**config.mk**
```make
export PLATFORM = sky130hd
export DESIGN_NAME = tpwm_top
export DESIGN_NICKNAME = d
export VERILOG_FILES = /design/src/hw/tpwm_pkg.sv /design/src/hw/tpwm_tb_if.sv /design/src/hw/tpwm_channel.sv /design/src/hw/tpwm_timebase.sv /design/src/hw/tpwm_top.sv
export VERILOG_INCLUDE_DIRS = /design/src /design/src/hw
export SDC_FILE = /design/constraint.sdc
export NUM_CORES = 1
export LEC_CHECK = 0
export ABC_AREA = 0
export ABC_CLOCK_PERIOD_IN_PS = 2850
export BUFFER_PORTS_ARGS = -buffer_cell sky130_fd_sc_hd__buf_2
export CORE_ASPECT_RATIO = 0.5
export CORE_MARGIN = 8
export CORE_UTILIZATION = 55
export CTS_CLUSTER_DIAMETER = 120
export DETAILED_ROUTE_END_ITERATION = 16
export PLACE_DENSITY = 0.74
export RECOVER_POWER = 100
export SYNTH_ARGS = -nofsm -noshare
export SYNTH_HDL_FRONTEND = slang
export SYNTH_SLANG_ARGS = --single-unit
```
**constraint.sdc**
```tcl
create_clock -name core_clk_i -period 2.85 [get_ports core_clk_i]
set_clock_uncertainty 0.1 [all_clocks]
set_input_delay 0.1425 -clock core_clk_i [delete_from_list [all_inputs] [get_ports core_clk_i]]
set_output_delay 0.1425 -clock core_clk_i [all_outputs]
set_load 0.01 [all_outputs]
```
**src/hw/tpwm_defs.svh**
```systemverilog
// Purpose: Named constants for the ten-bit modulator block
// Assumes: Registers are 8 bits wide on a plain strobe port
// Notes:   Offsets are word indices on the register port
`ifndef TPWM_DEFS_SVH
`define TPWM_DEFS_SVH

`define TPWM_NCH          3
`define TPWM_AW           4
// Register offsets
`define TPWM_OFF_PERIOD   4'h0
`define TPWM_OFF_TBCTRL   4'h1
`define TPWM_OFF_COUNT    4'h2
`define TPWM_OFF_FLAGS    4'h3
`define TPWM_OFF_CH_BASE  4'h4
`define TPWM_CH_STRIDE    4'h4
`define TPWM_SUB_CTRL     2'h0
`define TPWM_SUB_DCH      2'h1
`define TPWM_SUB_DCL      2'h2
// Channel control fields
`define TPWM_CTL_EN       7
`define TPWM_CTL_OUT      5
`define TPWM_CTL_INV      4
// Timebase control fields
`define TPWM_TB_ON        7
`define TPWM_TB_PS_HI     6
`define TPWM_TB_PS_LO     4
`define TPWM_TB_POST_HI   3
`define TPWM_TB_POST_LO   0
// Reset values
`define TPWM_RST_PERIOD   8'hff
`define TPWM_RST_BYTE     8'h00
`define TPWM_RST_DUTY     10'h000

`endif

```
**src/hw/tpwm_pkg.sv**
```systemverilog
// Purpose: Shared types for the ten-bit modulator block
// Assumes: Constants come from tpwm_defs.svh
// Notes:   Types only
`include "tpwm_defs.svh"
package tpwm_pkg;
  typedef logic [7:0]       tpwm_byte_t;
  typedef logic [9:0]       tpwm_duty_t;
  typedef logic [`TPWM_AW-1:0] tpwm_addr_t;
endpackage

```
**src/hw/tpwm_tb_if.sv**
```systemverilog
// Purpose: Carries shared timebase state to the channel comparators
// Assumes: One driver module, many readers
// Notes:   Wrap is high while the counter sits at the period match; the counter clears when run is also high
`timescale 1ns/10ps
`default_nettype none
interface tpwm_tb_if;
  logic [9:0] base;   // Counter and two sub-count bits
  logic [7:0] period; // Shared period value
  logic       wrap;   // Period match rollover pulse
  logic       run;    // Counting this cycle
  modport src (output base, output period, output wrap, output run);
  modport dst (input base, input period, input wrap, input run);
endinterface
`default_nettype wire

```
**src/hw/tpwm_channel.sv**
```systemverilog
// Purpose: One modulator channel with shadowed duty and comparator
// Assumes: Duty registers are held by the top
// Notes:   Output level comes from a flip-flop
`timescale 1ns/10ps
`default_nettype none
`include "tpwm_defs.svh"
module tpwm_channel (
  // Clock and reset
  input  wire logic                core_clk_i,
  input  wire logic                srst_i,
  // Shared timebase
  tpwm_tb_if.dst                   tb,
  // Channel settings
  input  wire tpwm_pkg::tpwm_duty_t duty_i,
  input  wire logic                enable_i,
  input  wire logic                invert_i,
  // Output
  output logic                     level_o
);
  import tpwm_pkg::*;

  typedef struct packed {
    tpwm_duty_t shadow;
    logic       raw;
  } tpwm_ch_state_t;

  tpwm_ch_state_t st;
  tpwm_ch_state_t next_st;

  // Shadow reload, set at wrap, clear on match
  always_comb begin
    next_st = st;
    if (tb.run) begin
      if (tb.wrap) begin
        next_st.shadow = duty_i;
        next_st.raw    = enable_i && (duty_i != `TPWM_RST_DUTY);
      end else if (!enable_i) begin
        next_st.raw = 1'b0;
      end else if ((tb.base + 10'h001 == st.shadow) && (st.shadow[9:2] < tb.period)) begin
        // Clear as the base steps onto the duty value, so high time is duty ticks
        next_st.raw = 1'b0;
      end
    end else if (!enable_i) begin
      next_st.raw = 1'b0;
    end
  end

  // State register
  always_ff @(posedge core_clk_i) begin
    if (srst_i) begin
      st <= '{shadow: `TPWM_RST_DUTY, raw: 1'b0};
    end else begin
      st <= next_st;
    end
  end

  assign level_o = st.raw ^ invert_i;

  a_zero_duty_low: assert property (@(posedge core_clk_i) disable iff (srst_i)
    (tb.run && tb.wrap && duty_i == 10'h000) |=> !st.raw)
    else $error("Zero duty set the output");
  a_wrap_sets: assert property (@(posedge core_clk_i) disable iff (srst_i)
    (tb.run && tb.wrap && enable_i && duty_i != 10'h000) |=> st.raw)
    else $error("Output not set at counter clear");
  a_disabled_idle: assert property (@(posedge core_clk_i) disable iff (srst_i)
    !enable_i |=> !st.raw)
    else $error("Disabled channel went active");
  a_polarity_map: assert property (@(posedge core_clk_i) disable iff (srst_i)
    level_o == (st.raw != invert_i))
    else $error("Polarity mapping wrong");
endmodule // tpwm_channel
`default_nettype wire

```
**src/hw/tpwm_timebase.sv**
```systemverilog
// Purpose: Shared 8-bit counter with prescaled two-bit sub-count
// Assumes: Prescale code selects 1,4,16,64,... ratios
// Notes:   Postscaler only drives the match flag event
`timescale 1ns/10ps
`default_nettype none
module tpwm_timebase (
  // Clock and reset
  input  wire logic              core_clk_i,
  input  wire logic              srst_i,
  // Settings
  input  wire tpwm_pkg::tpwm_byte_t period_i,
  input  wire logic              on_i,
  input  wire logic [2:0]        prescale_i,
  input  wire logic [3:0]        postscale_i,
  input  wire logic              sleep_i,
  // Count write
  input  wire logic              cnt_we_i,
  input  wire tpwm_pkg::tpwm_byte_t cnt_wdata_i,
  // Shared timebase
  tpwm_tb_if.src                 tb,
  // Postscaled match event
  output logic                   post_evt_o
);
  import tpwm_pkg::*;

  typedef struct packed {
    logic [13:0] pre;
    logic [9:0]  base;
    logic [3:0]  post;
  } tpwm_tb_state_t;

  tpwm_tb_state_t st;
  tpwm_tb_state_t next_st;
  logic           tick;
  logic           match;

  // Prescale terminal count check
  function automatic logic pre_done(input logic [13:0] p, input logic [2:0] sel);
    logic [13:0] lim;
    lim = 14'h0001 << {sel[2:0], 1'b0};
    // Reaching or passing the limit ends the count, so a smaller ratio never stalls
    pre_done = (p >= lim - 14'h0001);
  endfunction

  assign tick  = on_i && !sleep_i && pre_done(st.pre, prescale_i);
  assign match = (st.base[9:2] == period_i) && (st.base[1:0] == 2'h3);

  // Counter advance and period wrap
  always_comb begin
    next_st = st;
    if (on_i && !sleep_i) begin
      next_st.pre = tick ? 14'h0000 : st.pre + 14'h0001;
    end
    if (tick) begin
      if (match) begin
        next_st.base = 10'h000;
        next_st.post = (st.post >= postscale_i) ? 4'h0 : st.post + 4'h1;
      end else begin
        next_st.base = st.base + 10'h001;
      end
    end
    if (cnt_we_i) begin
      next_st.base = {cnt_wdata_i, 2'h0};
    end
  end

  // State register
  always_ff @(posedge core_clk_i) begin
    if (srst_i) begin
      st <= '0;
    end else begin
      st <= next_st;
    end
  end

  assign tb.base    = st.base;
  assign tb.period  = period_i;
  assign tb.wrap    = match;
  assign tb.run     = tick;
  assign post_evt_o = tick && match && (st.post >= postscale_i);

  a_sleep_freeze: assert property (@(posedge core_clk_i) disable iff (srst_i)
    (sleep_i && !cnt_we_i) |=> $stable(st.base))
    else $error("Counter moved in sleep");
  a_wrap_clear: assert property (@(posedge core_clk_i) disable iff (srst_i)
    (tick && match && !cnt_we_i) |=> st.base == 10'h000)
    else $error("Counter not cleared at period match");
endmodule // tpwm_timebase
`default_nettype wire

```
**src/hw/tpwm_top.sv**
```systemverilog
// Purpose: Ten-bit modulator with shared timebase and three channels
// Assumes: Register port is 8-bit, read data one cycle after strobe
// Notes:   Channel c control at 4+4c, duty high 5+4c, duty low 6+4c
//
// What this block does
// - Outputs go active when counter clears, unless duty is zero
// - Output inactive when base equals duty
// - Duty at or above period never clears
// - Duty registers shadowed, reloaded at match
// - Period match clears counter, sets, reloads
// - Polarity bit inverts channel waveform
// - Period is (period+1) times 4 times prescale
// - Postscaler never affects the waveform
// - Ten-bit base from counter plus sub-count
// - Duty writes anytime outside sleep, shadow drives compare
// - One period shared, independent duties
// - Resolution log2 of 4(period+1) bits
// - Sleep freezes counter and all state except read data
// - Reset restores registers, pins to input
// - Polarity one gives active-low output
// - Control read returns present output level
//
// The address map and the strobed register port were decided locally.
`timescale 1ns/10ps
`default_nettype none
`include "tpwm_defs.svh"
module tpwm_top (
  // Clock and reset
  input  wire logic                      core_clk_i,
  input  wire logic                      srst_i,
  // Register port
  input  wire tpwm_pkg::tpwm_addr_t      addr_i,
  input  wire tpwm_pkg::tpwm_byte_t      wdata_i,
  input  wire logic                      wr_i,
  input  wire logic                      rd_i,
  output tpwm_pkg::tpwm_byte_t           rdata_o,
  // System state
  input  wire logic                      sleep_i,
  input  wire logic [`TPWM_NCH-1:0]      pin_direction_bit_i,
  // Outputs
  output logic [`TPWM_NCH-1:0]           pin_out_o,
  output logic [`TPWM_NCH-1:0]           pin_oe_o,
  output logic [`TPWM_NCH-1:0]           periph_out_o,
  output logic                           timebase_match_flag_o
);
  import tpwm_pkg::*;

  typedef struct packed {
    tpwm_byte_t                 period_match_value;
    tpwm_byte_t                 timebase_control;
    logic                       match_flag;
    logic [`TPWM_NCH-1:0]       ch_en;
    logic [`TPWM_NCH-1:0]       ch_inv;
    logic [`TPWM_NCH-1:0][7:0]  duty_high_byte;
    logic [`TPWM_NCH-1:0][1:0]  duty_low_pair;
    tpwm_byte_t                 rdata;
  } tpwm_top_state_t;

  tpwm_top_state_t       st;
  tpwm_top_state_t       next_st;
  logic [`TPWM_NCH-1:0]  level;
  logic                  post_evt;
  tpwm_tb_if             tb_bus ();

  // Channel index decode of a register address
  function automatic logic [1:0] ch_of(input tpwm_addr_t a);
    tpwm_addr_t d;
    d = a - `TPWM_OFF_CH_BASE;
    ch_of = d[3:2];
  endfunction

  // Shared timebase
  tpwm_timebase u_tb (
    .core_clk_i  (core_clk_i),
    .srst_i      (srst_i),
    .period_i    (st.period_match_value),
    .on_i        (st.timebase_control[`TPWM_TB_ON]),
    .prescale_i  (st.timebase_control[`TPWM_TB_PS_HI:`TPWM_TB_PS_LO]),
    .postscale_i (st.timebase_control[`TPWM_TB_POST_HI:`TPWM_TB_POST_LO]),
    .sleep_i     (sleep_i),
    .cnt_we_i    (wr_i && !sleep_i && addr_i == `TPWM_OFF_COUNT),
    .cnt_wdata_i (wdata_i),
    .tb          (tb_bus.src),
    .post_evt_o  (post_evt)
  );

  // One comparator per channel sharing one period
  genvar g;
  generate
    for (g = 0; g < `TPWM_NCH; g++) begin : g_ch
      tpwm_channel u_ch (
        .core_clk_i (core_clk_i),
        .srst_i     (srst_i),
        .tb         (tb_bus.dst),
        .duty_i     ({st.duty_high_byte[g], st.duty_low_pair[g]}),
        .enable_i   (st.ch_en[g]),
        .invert_i   (st.ch_inv[g]),
        .level_o    (level[g])
      );
    end
  endgenerate

  // Register writes, flag update and read mux
  always_comb begin
    logic [1:0] c;
    logic [1:0] sub;
    c = ch_of(addr_i);
    sub = addr_i[1:0];
    next_st = st;
    next_st.rdata = `TPWM_RST_BYTE;
    if (wr_i && !sleep_i) begin
      unique case (addr_i)
        `TPWM_OFF_PERIOD: next_st.period_match_value = wdata_i;
        `TPWM_OFF_TBCTRL: next_st.timebase_control = wdata_i;
        `TPWM_OFF_FLAGS:  next_st.match_flag = wdata_i[0];
        default: begin
          if (addr_i >= `TPWM_OFF_CH_BASE && c < 2'(`TPWM_NCH)) begin
            if (sub == `TPWM_SUB_CTRL) begin
              next_st.ch_en[c]  = wdata_i[`TPWM_CTL_EN];
              next_st.ch_inv[c] = wdata_i[`TPWM_CTL_INV];
            end else if (sub == `TPWM_SUB_DCH) begin
              next_st.duty_high_byte[c] = wdata_i;
            end else if (sub == `TPWM_SUB_DCL) begin
              next_st.duty_low_pair[c] = wdata_i[7:6];
            end
          end
        end
      endcase
    end
    // Hardware set wins over software clear
    if (post_evt) begin
      next_st.match_flag = 1'b1;
    end
    if (rd_i) begin
      unique case (addr_i)
        `TPWM_OFF_PERIOD: next_st.rdata = st.period_match_value;
        `TPWM_OFF_TBCTRL: next_st.rdata = st.timebase_control;
        `TPWM_OFF_COUNT:  next_st.rdata = tb_bus.base[9:2];
        `TPWM_OFF_FLAGS:  next_st.rdata = {7'h00, st.match_flag};
        default: begin
          if (addr_i >= `TPWM_OFF_CH_BASE && c < 2'(`TPWM_NCH)) begin
            if (sub == `TPWM_SUB_CTRL) begin
              next_st.rdata[`TPWM_CTL_EN]  = st.ch_en[c];
              next_st.rdata[`TPWM_CTL_OUT] = level[c];
              next_st.rdata[`TPWM_CTL_INV] = st.ch_inv[c];
            end else if (sub == `TPWM_SUB_DCH) begin
              next_st.rdata = st.duty_high_byte[c];
            end else if (sub == `TPWM_SUB_DCL) begin
              next_st.rdata = {st.duty_low_pair[c], 6'h00};
            end
          end
        end
      endcase
    end
  end

  // State register
  always_ff @(posedge core_clk_i) begin
    if (srst_i) begin
      next_reset: begin
        st <= '0;
        st.period_match_value <= `TPWM_RST_PERIOD;
      end
    end else begin
      st <= next_st;
    end
  end

  // Pin path and internal consumers
  assign periph_out_o          = level;
  assign pin_out_o             = level;
  assign pin_oe_o              = srst_i ? '0 : ~pin_direction_bit_i;
  assign timebase_match_flag_o = st.match_flag;
  assign rdata_o               = st.rdata;

  a_flag_on_event: assert property (@(posedge core_clk_i) disable iff (srst_i)
    post_evt |=> st.match_flag)
    else $error("Match event lost");
  a_duty_write_held: assert property (@(posedge core_clk_i) disable iff (srst_i)
    (wr_i && !sleep_i && addr_i == `TPWM_OFF_CH_BASE + `TPWM_SUB_DCH)
      |=> st.duty_high_byte[0] == $past(wdata_i))
    else $error("Duty write not stored");
  a_sleep_regs: assert property (@(posedge core_clk_i) disable iff (srst_i)
    (sleep_i && !post_evt) |=> $stable(st.period_match_value) && $stable(st.ch_en))
    else $error("Registers changed in sleep");
endmodule // tpwm_top
`default_nettype wire

```
* Yosys cells after proc, flatten, opt, wreduce, memory -nomap -nowiden
Cells that the tools add are included.
Widths: inputs -> output; s select.
** Storage, ports and cells
- Flip-flop bits (word level) :: 122
- Output and inout bits :: 18
- Logic and storage cells :: 158
** Cells by class
- Add/sub/neg operators :: 5
- Magnitude comparators :: 9
- Equality and inequality tests :: 16
- Shift-type cells :: 1
- Mux-type cells :: 60
- Bitwise logic cells :: 8
- Reductions and logical operators :: 37
** Operators with widths (count)
- $mux 36 :: 2
- $mux 8 :: 5
- $mux 37 :: 1
- $pmux 8 s4 :: 1
- $eq 10x10->1 :: 3
- $mux 30 :: 1
- $reduce_bool 10->1 :: 3
- $mux 14 :: 2
- $bwmux 24 :: 1
- $lt 8x8->1 :: 3
- $mux 24 :: 1
- $mux 1 :: 23
- $mux 10 :: 2
- $mux 6 :: 3
- $bmux 8 s2 :: 1
- $demux 8 s2 :: 1
- $logic_and 1x1->1 :: 15
- $add 14x1->14 const B :: 1
- $ge 14x14->1 :: 1
- $reduce_and 2->1 :: 7
- $shl 1x4->14 const A :: 1
- $sub 14x1->14 const B :: 1
- $mux 4 :: 3
- $add 10x1->10 const B :: 1
- other kinds (34) :: 53

* Depth between registers and ports, before layout
Gate-level depths: netlist of the first run.
- Word-level depth :: 13
- Depth in mapped cells :: 13
- Depth with buffers taken out :: 9

* By module
A second synthesis of the first run with hierarchy kept.
** Unflattened totals
- Cell total of the unflattened synthesis :: 947
- Area, all modules :: 7966.4 µm²
** Modules (own cells, without submodules)
- tpwm_top :: times used 1, cells an instance 313, area an instance 2952.8 µm², sequential area each 1221.2 µm²
- tpwm_channel :: times used 3, cells an instance 124, area an instance 930.9 µm², sequential area each 220.2 µm²
- tpwm_timebase :: times used 1, cells an instance 262, area an instance 2220.9 µm², sequential area each 560.5 µm²

* Least setup slack after synthesis of the first run
OpenSTA, ideal clock, no wires.
- Kind :: register to register
- Start point :: reg st[51] (netlist name)
- End point :: reg g_ch[0].u_ch.st[10] (netlist name)
- Library setup time :: 132 ps
- Arrival :: 2489 ps
- Required time :: 2618 ps
- Slack :: 129 ps
- Cell stages (with the launch flop) :: 14
- Buffers on the path :: 4
- Period minus slack after synthesis :: 2721 ps
- Cells stage by stage :: dfxtp_1 -> clkbuf_1 -> nand2_1 -> ha_1 -> a21o_1 -> a21o_1 -> a211o_1 -> a22o_2 -> buf_6 -> and2_1 -> buf_4 -> buf_2 -> nand2_1 -> a21oi_1
** Between the ends
- Word-level cells in the longest chain between the ends :: 5
** RTL lines
- from (decl) :: line tpwm_top.sv:59 : tpwm_top_state_t st;
- from (signal assigned) :: line tpwm_top.sv:165 : st <= next_st;
- $shl 1x4->14 :: line tpwm_timebase.sv:40 : lim = 14'h0001 << {sel[2:0], 1'b0};
- $sub 14x1->14 :: line tpwm_timebase.sv:42 : pre_done = (p >= lim - 14'h0001);
- $ge 14x14->1 :: line tpwm_timebase.sv:42
- $logic_and 1x1->1 :: line tpwm_timebase.sv:45 : assign tick = on_i && !sleep_i && pre_done(st.pre, prescale_i);
- $reduce_and 2->1 (no source line)
- to (signal assigned) :: line tpwm_channel.sv:51 : st <= '{shadow: `TPWM_RST_DUTY, raw: 1'b0};
- to (signal assigned) :: line tpwm_channel.sv:53 : st <= next_st;
- to (decl) :: line tpwm_channel.sv:27 : tpwm_ch_state_t st;
Every way passes these cells.
A chain may end at the register's enable or synchronous reset.

* Final worst setup path of the first run
- Start point :: reg st[50] (netlist name)
- End point :: reg g_ch[0].u_ch.st[0] (netlist name)
** Between the ends
- Word-level cells in the longest chain between the ends :: 6
** RTL lines (line)
- $shl 1x4->14 (*) :: tpwm_timebase.sv:40
- $sub 14x1->14 (*) :: tpwm_timebase.sv:42
- $ge 14x14->1 (*) :: tpwm_timebase.sv:42
- $logic_and 1x1->1 (*) :: tpwm_timebase.sv:45
- $ne 2x1->1 (no source line)
- $reduce_and 2->1 (no source line)
Mark *: on every way between the ends. The rest lies on a longest branch, timed or not.

==> results.json, run 1 <==
{
  "period_needed_ns": 2.761,
  "drive_gt1_share_pct": 10.63,
  "syn_area_per_cell_um2": 7.836,
  "crit_type": "reg -> reg",
  "antenna_found_initial": 0,
  "grt_pass1_vias": 6534,
  "yosys_register_bits": 122,
  "power_density_nw_per_um2": 523.9,
  "slew_viol_final": 0,
  "grt_util_all_layers_pct": 25.32,
  "num_rows": 29,
  "final_hold_viol_count": 0,
  "synth_area_leaders": "dfxtp_1, ha_1, nand2_1, a21oi_1, nand3_1",
  "dpl.hpwl_um": 15600,
  "portBuffers": 37,
  "hold_depth": 3,
  "vias": 7002,
  "nNetsFinal": 1023,
  "final_util_pct": 64.66,
  "peakVddDrop_v": 0.0003724,
  "antenna_left": 0,
  "slew_headroom_pct": 56.92,
  "ys_seq_area_share_pct": 33.48,
  "grt_pass1_wl_um": 34930,
  "ys_types": 61,
  "yosysTopAreaCellShare_pct": 33.48,
  "max-cap-violations": 0,
  "synthCells": 931,
  "startpoint_type": "flop",
  "synth_edf_count": 0,
  "rrSetupSlack_ns": 0.09,
  "finalSetupViolCount": 0,
  "final.setup.tns_ns": 0,
  "cp_max_fo": 12,
  "synth_most_common_cell": "nand2_1",
  "hp-start": "wdata_i[0]",
  "die-width_um": 178.9,
  "grt_setup_unrepaired": "false",
  "p_leak_nw": 3.158,
  "htreeDepth": 4,
  "ioPinCount": 38,
  "grt_overflow": 0,
  "cts-root-buf": "clkbuf_16",
  "synth_flop_cell": "dfxtp_1",
  "grt_max_degree": 51,
  "initial_core_util_pct": 56.96,
  "vias_per_cell": 6.147,
  "cp.arrival_ns": 2.97,
  "die_area_um2": 17430,
  "synth_nets": 998,
  "timing.fmax_mhz": 362.2,
  "drt_pass1_iterations": 6,
  "gp_congestion": 0.9550,
  "timing.rr.start": "st[50]",
  "synthTopCellsByCount": "nand2_1, dfxtp_1, a21oi_1",
  "synth-warning-count": 0,
  "drcViolationCount": 0,
  "syn_to_final_growth_pct": 13.51,
  "rr_worst_depth": 10,
  "drt_wl_total_um": 22160,
  "detail_route.wl_per_cell_um": 19.46,
  "end_kind": "flop",
  "dieHeight_um": 97.44,
  "core-area_um2": 12810,
  "syn-cell-area_um2": 7296,
  "r2r_end": "g_ch[0].u_ch.st[0]",
  "cts_buffer_depth": 2,
  "synthArstFlopShare_pct": 0,
  "clock_latency_ns": 0.42,
  "numCtsBuffers": 17,
  "min_path_type": "in -> reg",
  "required_ns": 3.06,
  "drt_iter0_markers": 711,
  "clk_transition_reported_paths_ns": 0.06,
  "synth_top_area_cell": "dfxtp_1",
  "post_cts_buffers": 0,
  "status": "finished clean",
  "tritoncts": "built",
  "clkSinkCount": 122,
  "tightest_slew_ns": 0.6463,
  "n_antenna_cell": 0,
  "timing.final.crit_share_pct": 96.87
}
## placed cells by master, fill, tap and decap left out, types with 13 or more instances in the layout
cell / netlist / routed
a21oi_1: 93 / 93
buf_2: 21 / 18
buf_4: 16 / 30
clkbuf_1: 35 / 27
clkbuf_16: 0 / 17
dfxtp_1: 122 / 119
ha_1: 47 / 46
inv_1: 23 / 23
mux2i_1: 28 / 28
nand2_1: 154 / 154
nand2b_1: 13 / 13
nand3_1: 64 / 64
nor2_1: 73 / 74
o21ai_0: 33 / 33
xnor2_1: 29 / 28
xor2_1: 22 / 22
## worst max-delay path by stage
stage / start / endpoint / slack, ns / depth (start not counted)
2_1_floorplan: st[51] / g_ch[0].u_ch.st[10] / 0.13 / 13
3_3_place_gp: st[50] / u_tb.st[3] / 0.09 / 9
3_5_place_dp: st[50] / u_tb.st[3] / 0.005 / 9
4_1_cts: st[51] / u_tb.st[3] / 0.03 / 9
5_1_grt: st[49] / g_ch[1].u_ch.st[0] / 0.0004 / 10
6_report: st[50] / g_ch[0].u_ch.st[0] / 0.09 / 10
## worst max-delay path, cell delays in order (launching register included)
cell and delay (ns):
dfxtp_2 0.43, a21oi_1 0.11, ha_1 0.31, nand2_1 0.07
or3_1 0.36, o221ai_2 0.30, a22o_2 0.29, nand2_1 0.07
nor4_1 0.35, buf_4 0.20, o21ai_0 0.06
## per-stage QoR
step / total power [mW] / instance area [µm²] / hold WS [ns] / cells / setup slack [ns]
2_1_floorplan: 1.945 / 7296 / 0.1603 / 931 / 0.1290
3_3_place_gp: 2.039 / 7645 / 0.3635 / 1102 / 0.09335
3_5_place_dp: 2.043 / 7645 / 0.3675 / 1102 / 0.004994
4_1_cts: 4.342 / 8325 / 0.01566 / 1138 / 0.02569
5_1_grt: 4.443 / 8282 / 0.03442 / 1139 / 0.0004334
6_report: 4.339 / 8282 / 0.03172 / 1139 / 0.08923
## routing by layer
metal,routed length (µm),GRT usage [%]
met5,0,0
met3,2377,8.534
met4,584,10.99
met2,9757,37.41
met1,9443,32.84
## report_power, final
part	total, mW	switching, mW	internal (mW)
logic	0.288	0.190	0.0983
registers	1.73	0.0157	1.72
clock network	2.32	0.896	1.42
## timing repair
item	CTS	global route
cloned	0	1
pin swaps	0	1
hold endpoints to repair	7	0
gates resized for setup	3	5
setup endpoints to repair	3	27
hold buffers	4	0
## cells by family after synthesis
logic type / share of synthesized area [%]
flip-flops: 33.48
adder cells (fa/ha/maj): 8.060
multiplexers: 5.076
buffers and inverters: 6.448
AO/OA/AOI/OAI: 16.22
AND/OR/NAND/NOR: 24.59
XOR/XNOR: 6.122
## layout make-up
cell class,instances,area (µm²)
Clock buffer,18,439.2
Clock inverter,14,186.4
Fill cell,1129,4527
Inverter,23,86.33
Multi-Input combinational cell,710,4409
Sequential cell,122,2446
Tap cell,170,212.7
Timing Repair Buffer,82,501.7
Power figures use the tool's default switching activity.
==> run 2: changes to the inputs <==
--- a/config.mk
+++ b/config.mk
@@ -7,7 +7,7 @@
 export NUM_CORES = 1
 export LEC_CHECK = 0
 export ABC_AREA = 0
-export ABC_CLOCK_PERIOD_IN_PS = 2850
+export ABC_CLOCK_PERIOD_IN_PS = 2250
 export BUFFER_PORTS_ARGS = -buffer_cell sky130_fd_sc_hd__buf_2
 export CORE_ASPECT_RATIO = 0.5
 export CORE_MARGIN = 8
==> constraint.sdc (replaced) <==
create_clock -name core_clk_i -period 2.25 [get_ports core_clk_i]
set_clock_uncertainty 0.1 [all_clocks]
set_input_delay 0.1125 -clock core_clk_i [delete_from_list [all_inputs] [get_ports core_clk_i]]
set_output_delay 0.1125 -clock core_clk_i [all_outputs]
set_load 0.01 [all_outputs]
==> run 2 against run 1 <==
  * The run now ends with negative setup slack left
  * Combinational power rose by 47%
  * Fmax rose by 2.8%
  * Design area grew 13%
  * Utilization grew 8.6 points
  * Global-route usage is 2.7 points higher
  * Cell count up 8.3%
  * Largest power group unchanged
  * Register-to-register slack got worse by 0.52 ns
  * Die area unchanged
  * Setup slack worse by 0.52 ns
  * Sequential power rose by 26%
==> results.json, run 2 (same netlist as run 1, synthesis figures left out) <==
{
  "die_area_um2": 17430,
  "power_density_nw_per_um2": 556.5,
  "timing.final.crit_share_pct": 119.3,
  "portBuffers": 37,
  "htreeDepth": 4,
  "antenna_found_initial": 1,
  "drcViolationCount": 0,
  "startpoint_type": "flop",
  "nFillCells": 913,
  "gp_congestion": 0.9468,
  "clk_transition_reported_paths_ns": 0.06,
  "period_needed_ns": 2.685,
  "cp.arrival_ns": 2.92,
  "grt_setup_unrepaired": "true",
  "core-area_um2": 12810,
  "final.setup.tns_ns": -18.06,
  "peakVddDrop_v": 0.0004753,
  "cts_buffer_depth": 2,
  "vias_per_cell": 6.337,
  "register_area_um2": 2451,
  "tritoncts": "built",
  "drt_iter0_markers": 1036,
  "required_ns": 2.48,
  "slew_viol_final": 0,
  "finalSetupViolCount": 62,
  "multiInputGateArea_um2": 4736,
  "initial_core_util_pct": 56.96,
  "layout_common_cells": "nand2_1, dfxtp_1, buf_4",
  "final_area_um2": 9382,
  "clkSinkCount": 122,
  "slew_headroom_pct": 52.55,
  "fin_ws_ns": -0.4351,
  "dieHeight_um": 97.44,
  "status": "finished, violations left",
  "ioPinCount": 38,
  "timing.rr.start": "st[51]",
  "grt_overflow": 0,
  "drt_wl_total_um": 26140,
  "final_cells": 1234,
  "detail_route.wl_per_cell_um": 21.18,
  "grt_max_degree": 64,
  "crit_type": "reg -> reg",
  "dpl_cell_area_um2": 8159,
  "tightest_slew_ns": 0.7117,
  "final_common_cell": "nand2_1",
  "critPathLaunch": "st[51]",
  "preCtsSetupSlack_ns": -0.5213,
  "grt_util_all_layers_pct": 28.03,
  "die-width_um": 178.9,
  "rr_worst_depth": 12,
  "n_antenna_cell": 0,
  "max-cap-violations": 0,
  "rrSetupSlack_ns": -0.44,
  "final_hold_viol_count": 0,
  "cp_max_fo": 5,
  "dpl.hpwl_um": 17300,
  "drt_pass1_iterations": 6,
  "numCtsBuffers": 17,
  "nNetsFinal": 1118,
  "syn_to_final_growth_pct": 28.59,
  "cts-root-buf": "clkbuf_16",
  "vias": 7820,
  "hold_ws_ns": 0.01554,
  "p_leak_nw": 3.739,
  "violations": "negative setup slack",
  "min_path_type": "in -> reg",
  "grt_pass1_vias": 7079,
  "antenna_left": 0,
  "timing.fmax_mhz": 372.4,
  "r2r_end": "g_ch[1].u_ch.st[9]",
  "dp_cells": 1170,
  "crit_end": "g_ch[1].u_ch.st[9]",
  "num_rows": 29,
  "drive_gt1_share_pct": 24.81,
  "end_kind": "flop",
  "grt_pass1_wl_um": 38650,
  "clock_latency_ns": 0.42
}
==> run 2: cell types whose count changed in the layout (fill, tap and decap cells not counted), moves of 4 or more <==
| cell | change |
|---|---|
| nand2_1 | -23 |
| clkbuf_1 | -18 |
| buf_6 | +6 |
| and2_4 | +8 |
| nand2_2 | +19 |
| nor2_1 | -4 |
| buf_2 | +9 |
| a21oi_1 | -6 |
| a21oi_2 | +5 |
| o21ai_0 | -6 |
| buf_4 | +84 |
==> run 2: final cells by class <==
class	count	share of cell area, %
repair buffers	171	14.28
flip-flops and latches	122	26.13
well taps	170	2.267
inverters	23	0.9202
multi-input cells	716	50.48
clock inverters	15	1.387
clock buffers	17	4.535
==> run 2: worst min-delay path by stage <==
| stage | startpoint | to | cells past startpoint |
|---|---|---|---|
| floorplan | wdata_i[1] | st[54] | 1 |
| global placement | pin_direction_bit_i[2] | pin_oe_o[2] | 3 |
| detailed placement | pin_direction_bit_i[2] | pin_oe_o[2] | 3 |
| CTS | rd_i | rdata_o[5] | 3 |
| global route | wdata_i[4] | flop | 3 |
| finish | rd_i | rdata_o[1] | 3 |
==> run 2: repair_timing <==
action                     CTS  global route
hold buffers                 6             0
buffers inserted             8             6
gates cloned                 6             7
hold endpoints to repair    17             0
setup endpoints to repair   62            62
gates resized for setup     44            49
pin swaps                   25            35
==> run 2: report_power, final <==
group	internal, mW	leakage (nW)	total [mW]	switching (mW)
Combinational	0.159	2.49	0.422	0.263
Clock	1.45	0.263	2.61	1.17
Sequential	2.17	0.986	2.18	0.0126
==> run 2: worst max-delay path, stage by stage (launching register included) <==
cell and delay, ns:
dfxtp_4 0.36, or3_4 0.41, ha_4 0.25, nand2b_4 0.14
a21oi_4 0.16, o221ai_4 0.11, a22o_4 0.32, buf_6 0.14
nand2_8 0.08, buf_12 0.13, clkbuf_16 0.15, nand2_1 0.06
a21oi_1 0.18
==> run 2: stage by stage <==
stage	power, mW	util (%)
floorplan	2.467	-
global placement	2.602	63.70
detailed placement	2.610	63.70
CTS	5.196	71.07
global route	5.351	73.24
finish	5.221	73.24
==> run 2: metal layers <==
layer  up-vias  track usage [%]  share of wire [%]
met1      3655            38.81                 40
met3       112            5.935                 12
li1       3511                -                  -
met2       540            41.65                 44
met5         -                0              0.034
met4         2            10.68                3.8
==> run 3: changes to the inputs <==
--- a/config.mk
+++ b/config.mk
@@ -9,13 +9,16 @@
 export ABC_AREA = 0
 export ABC_CLOCK_PERIOD_IN_PS = 2250
 export BUFFER_PORTS_ARGS = -buffer_cell sky130_fd_sc_hd__buf_2
+export CELL_PAD_IN_SITES_DETAIL_PLACEMENT = 1
+export CELL_PAD_IN_SITES_GLOBAL_PLACEMENT = 1
 export CORE_ASPECT_RATIO = 0.5
 export CORE_MARGIN = 8
-export CORE_UTILIZATION = 55
+export CORE_UTILIZATION = 42
 export CTS_CLUSTER_DIAMETER = 120
 export DETAILED_ROUTE_END_ITERATION = 16
-export PLACE_DENSITY = 0.74
+export PLACE_DENSITY = 0.75
 export RECOVER_POWER = 100
+export SLEW_MARGIN = 20
 export SYNTH_ARGS = -nofsm -noshare
 export SYNTH_HDL_FRONTEND = slang
 export SYNTH_SLANG_ARGS = --single-unit
==> run 3 against run 2 <==
  * Register-to-register slack lost 0.23 ns
  * Wire length increased by 34%
  * Fmax down 8.0%
  * Largest cell class unchanged
  * The flow still finishes with violations (negative setup slack)
  * Power up 7.2%
  * Clock-buffer cell count is 4 higher
==> results.json, run 3 (same netlist as run 1, synthesis figures left out) <==
{
  "status": "finished, violations left",
  "violations": "negative setup slack",
  "grt_pass1_wl_um": 49410,
  "path_cells": "a21oi_1, ha_1, buf_4, a21oi_1, o21a_1, o221ai_4, a22o_4, buf_6, nand2_8, buf_12, buf_16, nand2_2, a21oi_2",
  "clk_transition_reported_paths_ns": 0.07,
  "core-area_um2": 17190,
  "min_path_type": "in -> reg",
  "multiInputGateArea_um2": 4922,
  "drt_iter0_markers": 804,
  "timing.fmax_mhz": 342.6,
  "crit_type": "reg -> reg",
  "initial_core_util_pct": 42.45,
  "cts-root-buf": "clkbuf_16",
  "required_ns": 2.50,
  "end_kind": "flop",
  "power.share.sequential_pct": 39.0,
  "cp.arrival_ns": 3.17,
  "path_delay_family": "compound AO/OA/AOI/OAI gates",
  "antenna_found_initial": 0,
  "antenna_left": 0,
  "layout_common_cells": "nand2_1, buf_4, dfxtp_1",
  "nFillCells": 2027,
  "grt_overflow": 0,
  "max-cap-violations": 0,
  "hold_ws_ns": 0.04583,
  "tritoncts": "built",
  "portBuffers": 37,
  "grt_util_all_layers_pct": 29.27,
  "vias_per_cell": 6.254,
  "drt_pass1_iterations": 7,
  "slew_viol_final": 0,
  "slew_headroom_pct": 54.21,
  "vias": 8261,
  "drcViolationCount": 0,
  "startpoint_type": "flop",
  "pwr-share-clk_pct": 52.6,
  "syn_to_final_growth_pct": 36.79,
  "tightest_slew_ns": 0.6869,
  "preCtsSetupSlack_ns": -0.4738,
  "crit_top_cell": "a21oi_1",
  "p_sw_share_pct": 27.17,
  "finalSetupViolCount": 62,
  "timing.rr.start": "st[50]",
  "dieHeight_um": 109.2,
  "cp_max_fo": 9,
  "num_rows": 34,
  "hp-start": "wdata_i[7]",
  "cts_buffer_depth": 2,
  "drt_wl_total_um": 35060,
  "die_area_um2": 22100,
  "register_area_um2": 2451,
  "power_frac_comb_pct": 8.4,
  "grt_max_degree": 46,
  "period_needed_ns": 2.919,
  "dpl.hpwl_um": 20660,
  "grt_pass1_vias": 8442,
  "max_stage_delay_ns": 0.38,
  "fin_ws_ns": -0.6686,
  "final.setup.tns_ns": -31.39,
  "ioPinCount": 38,
  "power_density_nw_per_um2": 561.0,
  "clock_latency_ns": 0.45,
  "nNetsFinal": 1141,
  "final_hold_viol_count": 0,
  "final_area_um2": 9980,
  "p_int_mw": 4.077,
  "gp_congestion": 0.9101,
  "die-width_um": 202.4,
  "timing.final.crit_share_pct": 129.7,
  "cp_slowest_cell": "dfxtp_4",
  "numCtsBuffers": 17,
  "worst-path-buf-inv": 4,
  "netSwitchingPower_mw": 1.521,
  "detail_route.wl_per_cell_um": 26.54,
  "peakVddDrop_v": 0.0005972,
  "grt_setup_unrepaired": "true",
  "htreeDepth": 4,
  "clkSinkCount": 122,
  "p_leak_nw": 3.949,
  "n_antenna_cell": 0,
  "critPathLaunch": "st[50]",
  "dpl_cell_area_um2": 8412,
  "drive_gt1_share_pct": 29.07
}
run 3: cell count changes in the layout (fill, tap and decap cells not counted), moves of 6 or more:
cell / before / now
ha_1: 44 / 38
nand2_1: 131 / 124
nand2_4: 3 / 10
buf_4: 114 / 124
a21oi_2: 5 / 23
a21oi_1: 87 / 69
run 3: final cells by class:
class	instances	share of cell area, %
clock inverters	11	1.354
flip-flops and latches	122	24.56
inverters	23	0.8651
multi-input cells	711	49.32
repair buffers	199	16.25
well taps	234	2.934
clock buffers	21	4.714
run 3: tightest hold or removal path: cells and delay by family:
kind | cells | cell delay (ns)
simple gates | 1 | 0.12
compound gates | 1 | 0.06
buf+inv | 1 | 0.24
run 3: path summary, 6_finish.rpt:
| check | slack (ns) | depth (start not counted) | end |
|---|---|---|---|
| min reg2reg | 0.41 | 2 | flop |
| max | -0.67 | 13 | g_ch[1].u_ch.st[7] |
| max reg2reg | -0.67 | 13 | g_ch[1].u_ch.st[7] |
| min | 0.05 | 3 | flop |
run 3: power groups by stage:
stage / combinational [mW] / sequential, mW / clock (mW)
6_report: 0.470 / 2.19 / 2.94
5_1_grt: 0.491 / 2.19 / 3.05
4_1_cts: 0.441 / 2.18 / 2.90
3_5_place_dp: 0.405 / 2.23 / 0
3_3_place_gp: 0.396 / 2.23 / 0
2_1_floorplan: 0.237 / 2.23 / 0
run 3: per-stage QoR:
step	total power [mW]	std cells	utilization (%)
floorplan	2.467	931	-
global placement	2.629	1253	48.94
detailed placement	2.640	1253	48.94
CTS	5.522	1315	56.41
global route	5.723	1321	58.07
finish	5.598	1321	58.07
run 3: repair_timing:
action	CTS	global route
hold endpoints to repair	18	0
hold buffers	8	0
cloned	7	1
resized for setup	75	72
buffers inserted	15	9
endpoints found under the setup margin	62	62
pin swaps	31	30
run 3: layer usage:
metal  GRT usage (%)  part of all wire [%]  up-vias  wire length (µm)
met4           13.84                   5.0        2              1765
li1                -                     -     3554                 -
met5               0                  0.17        -                58
met1           35.59                    40     4078             14030
met3           7.562                   8.2      155              2887
met2           48.64                    47      472             16320
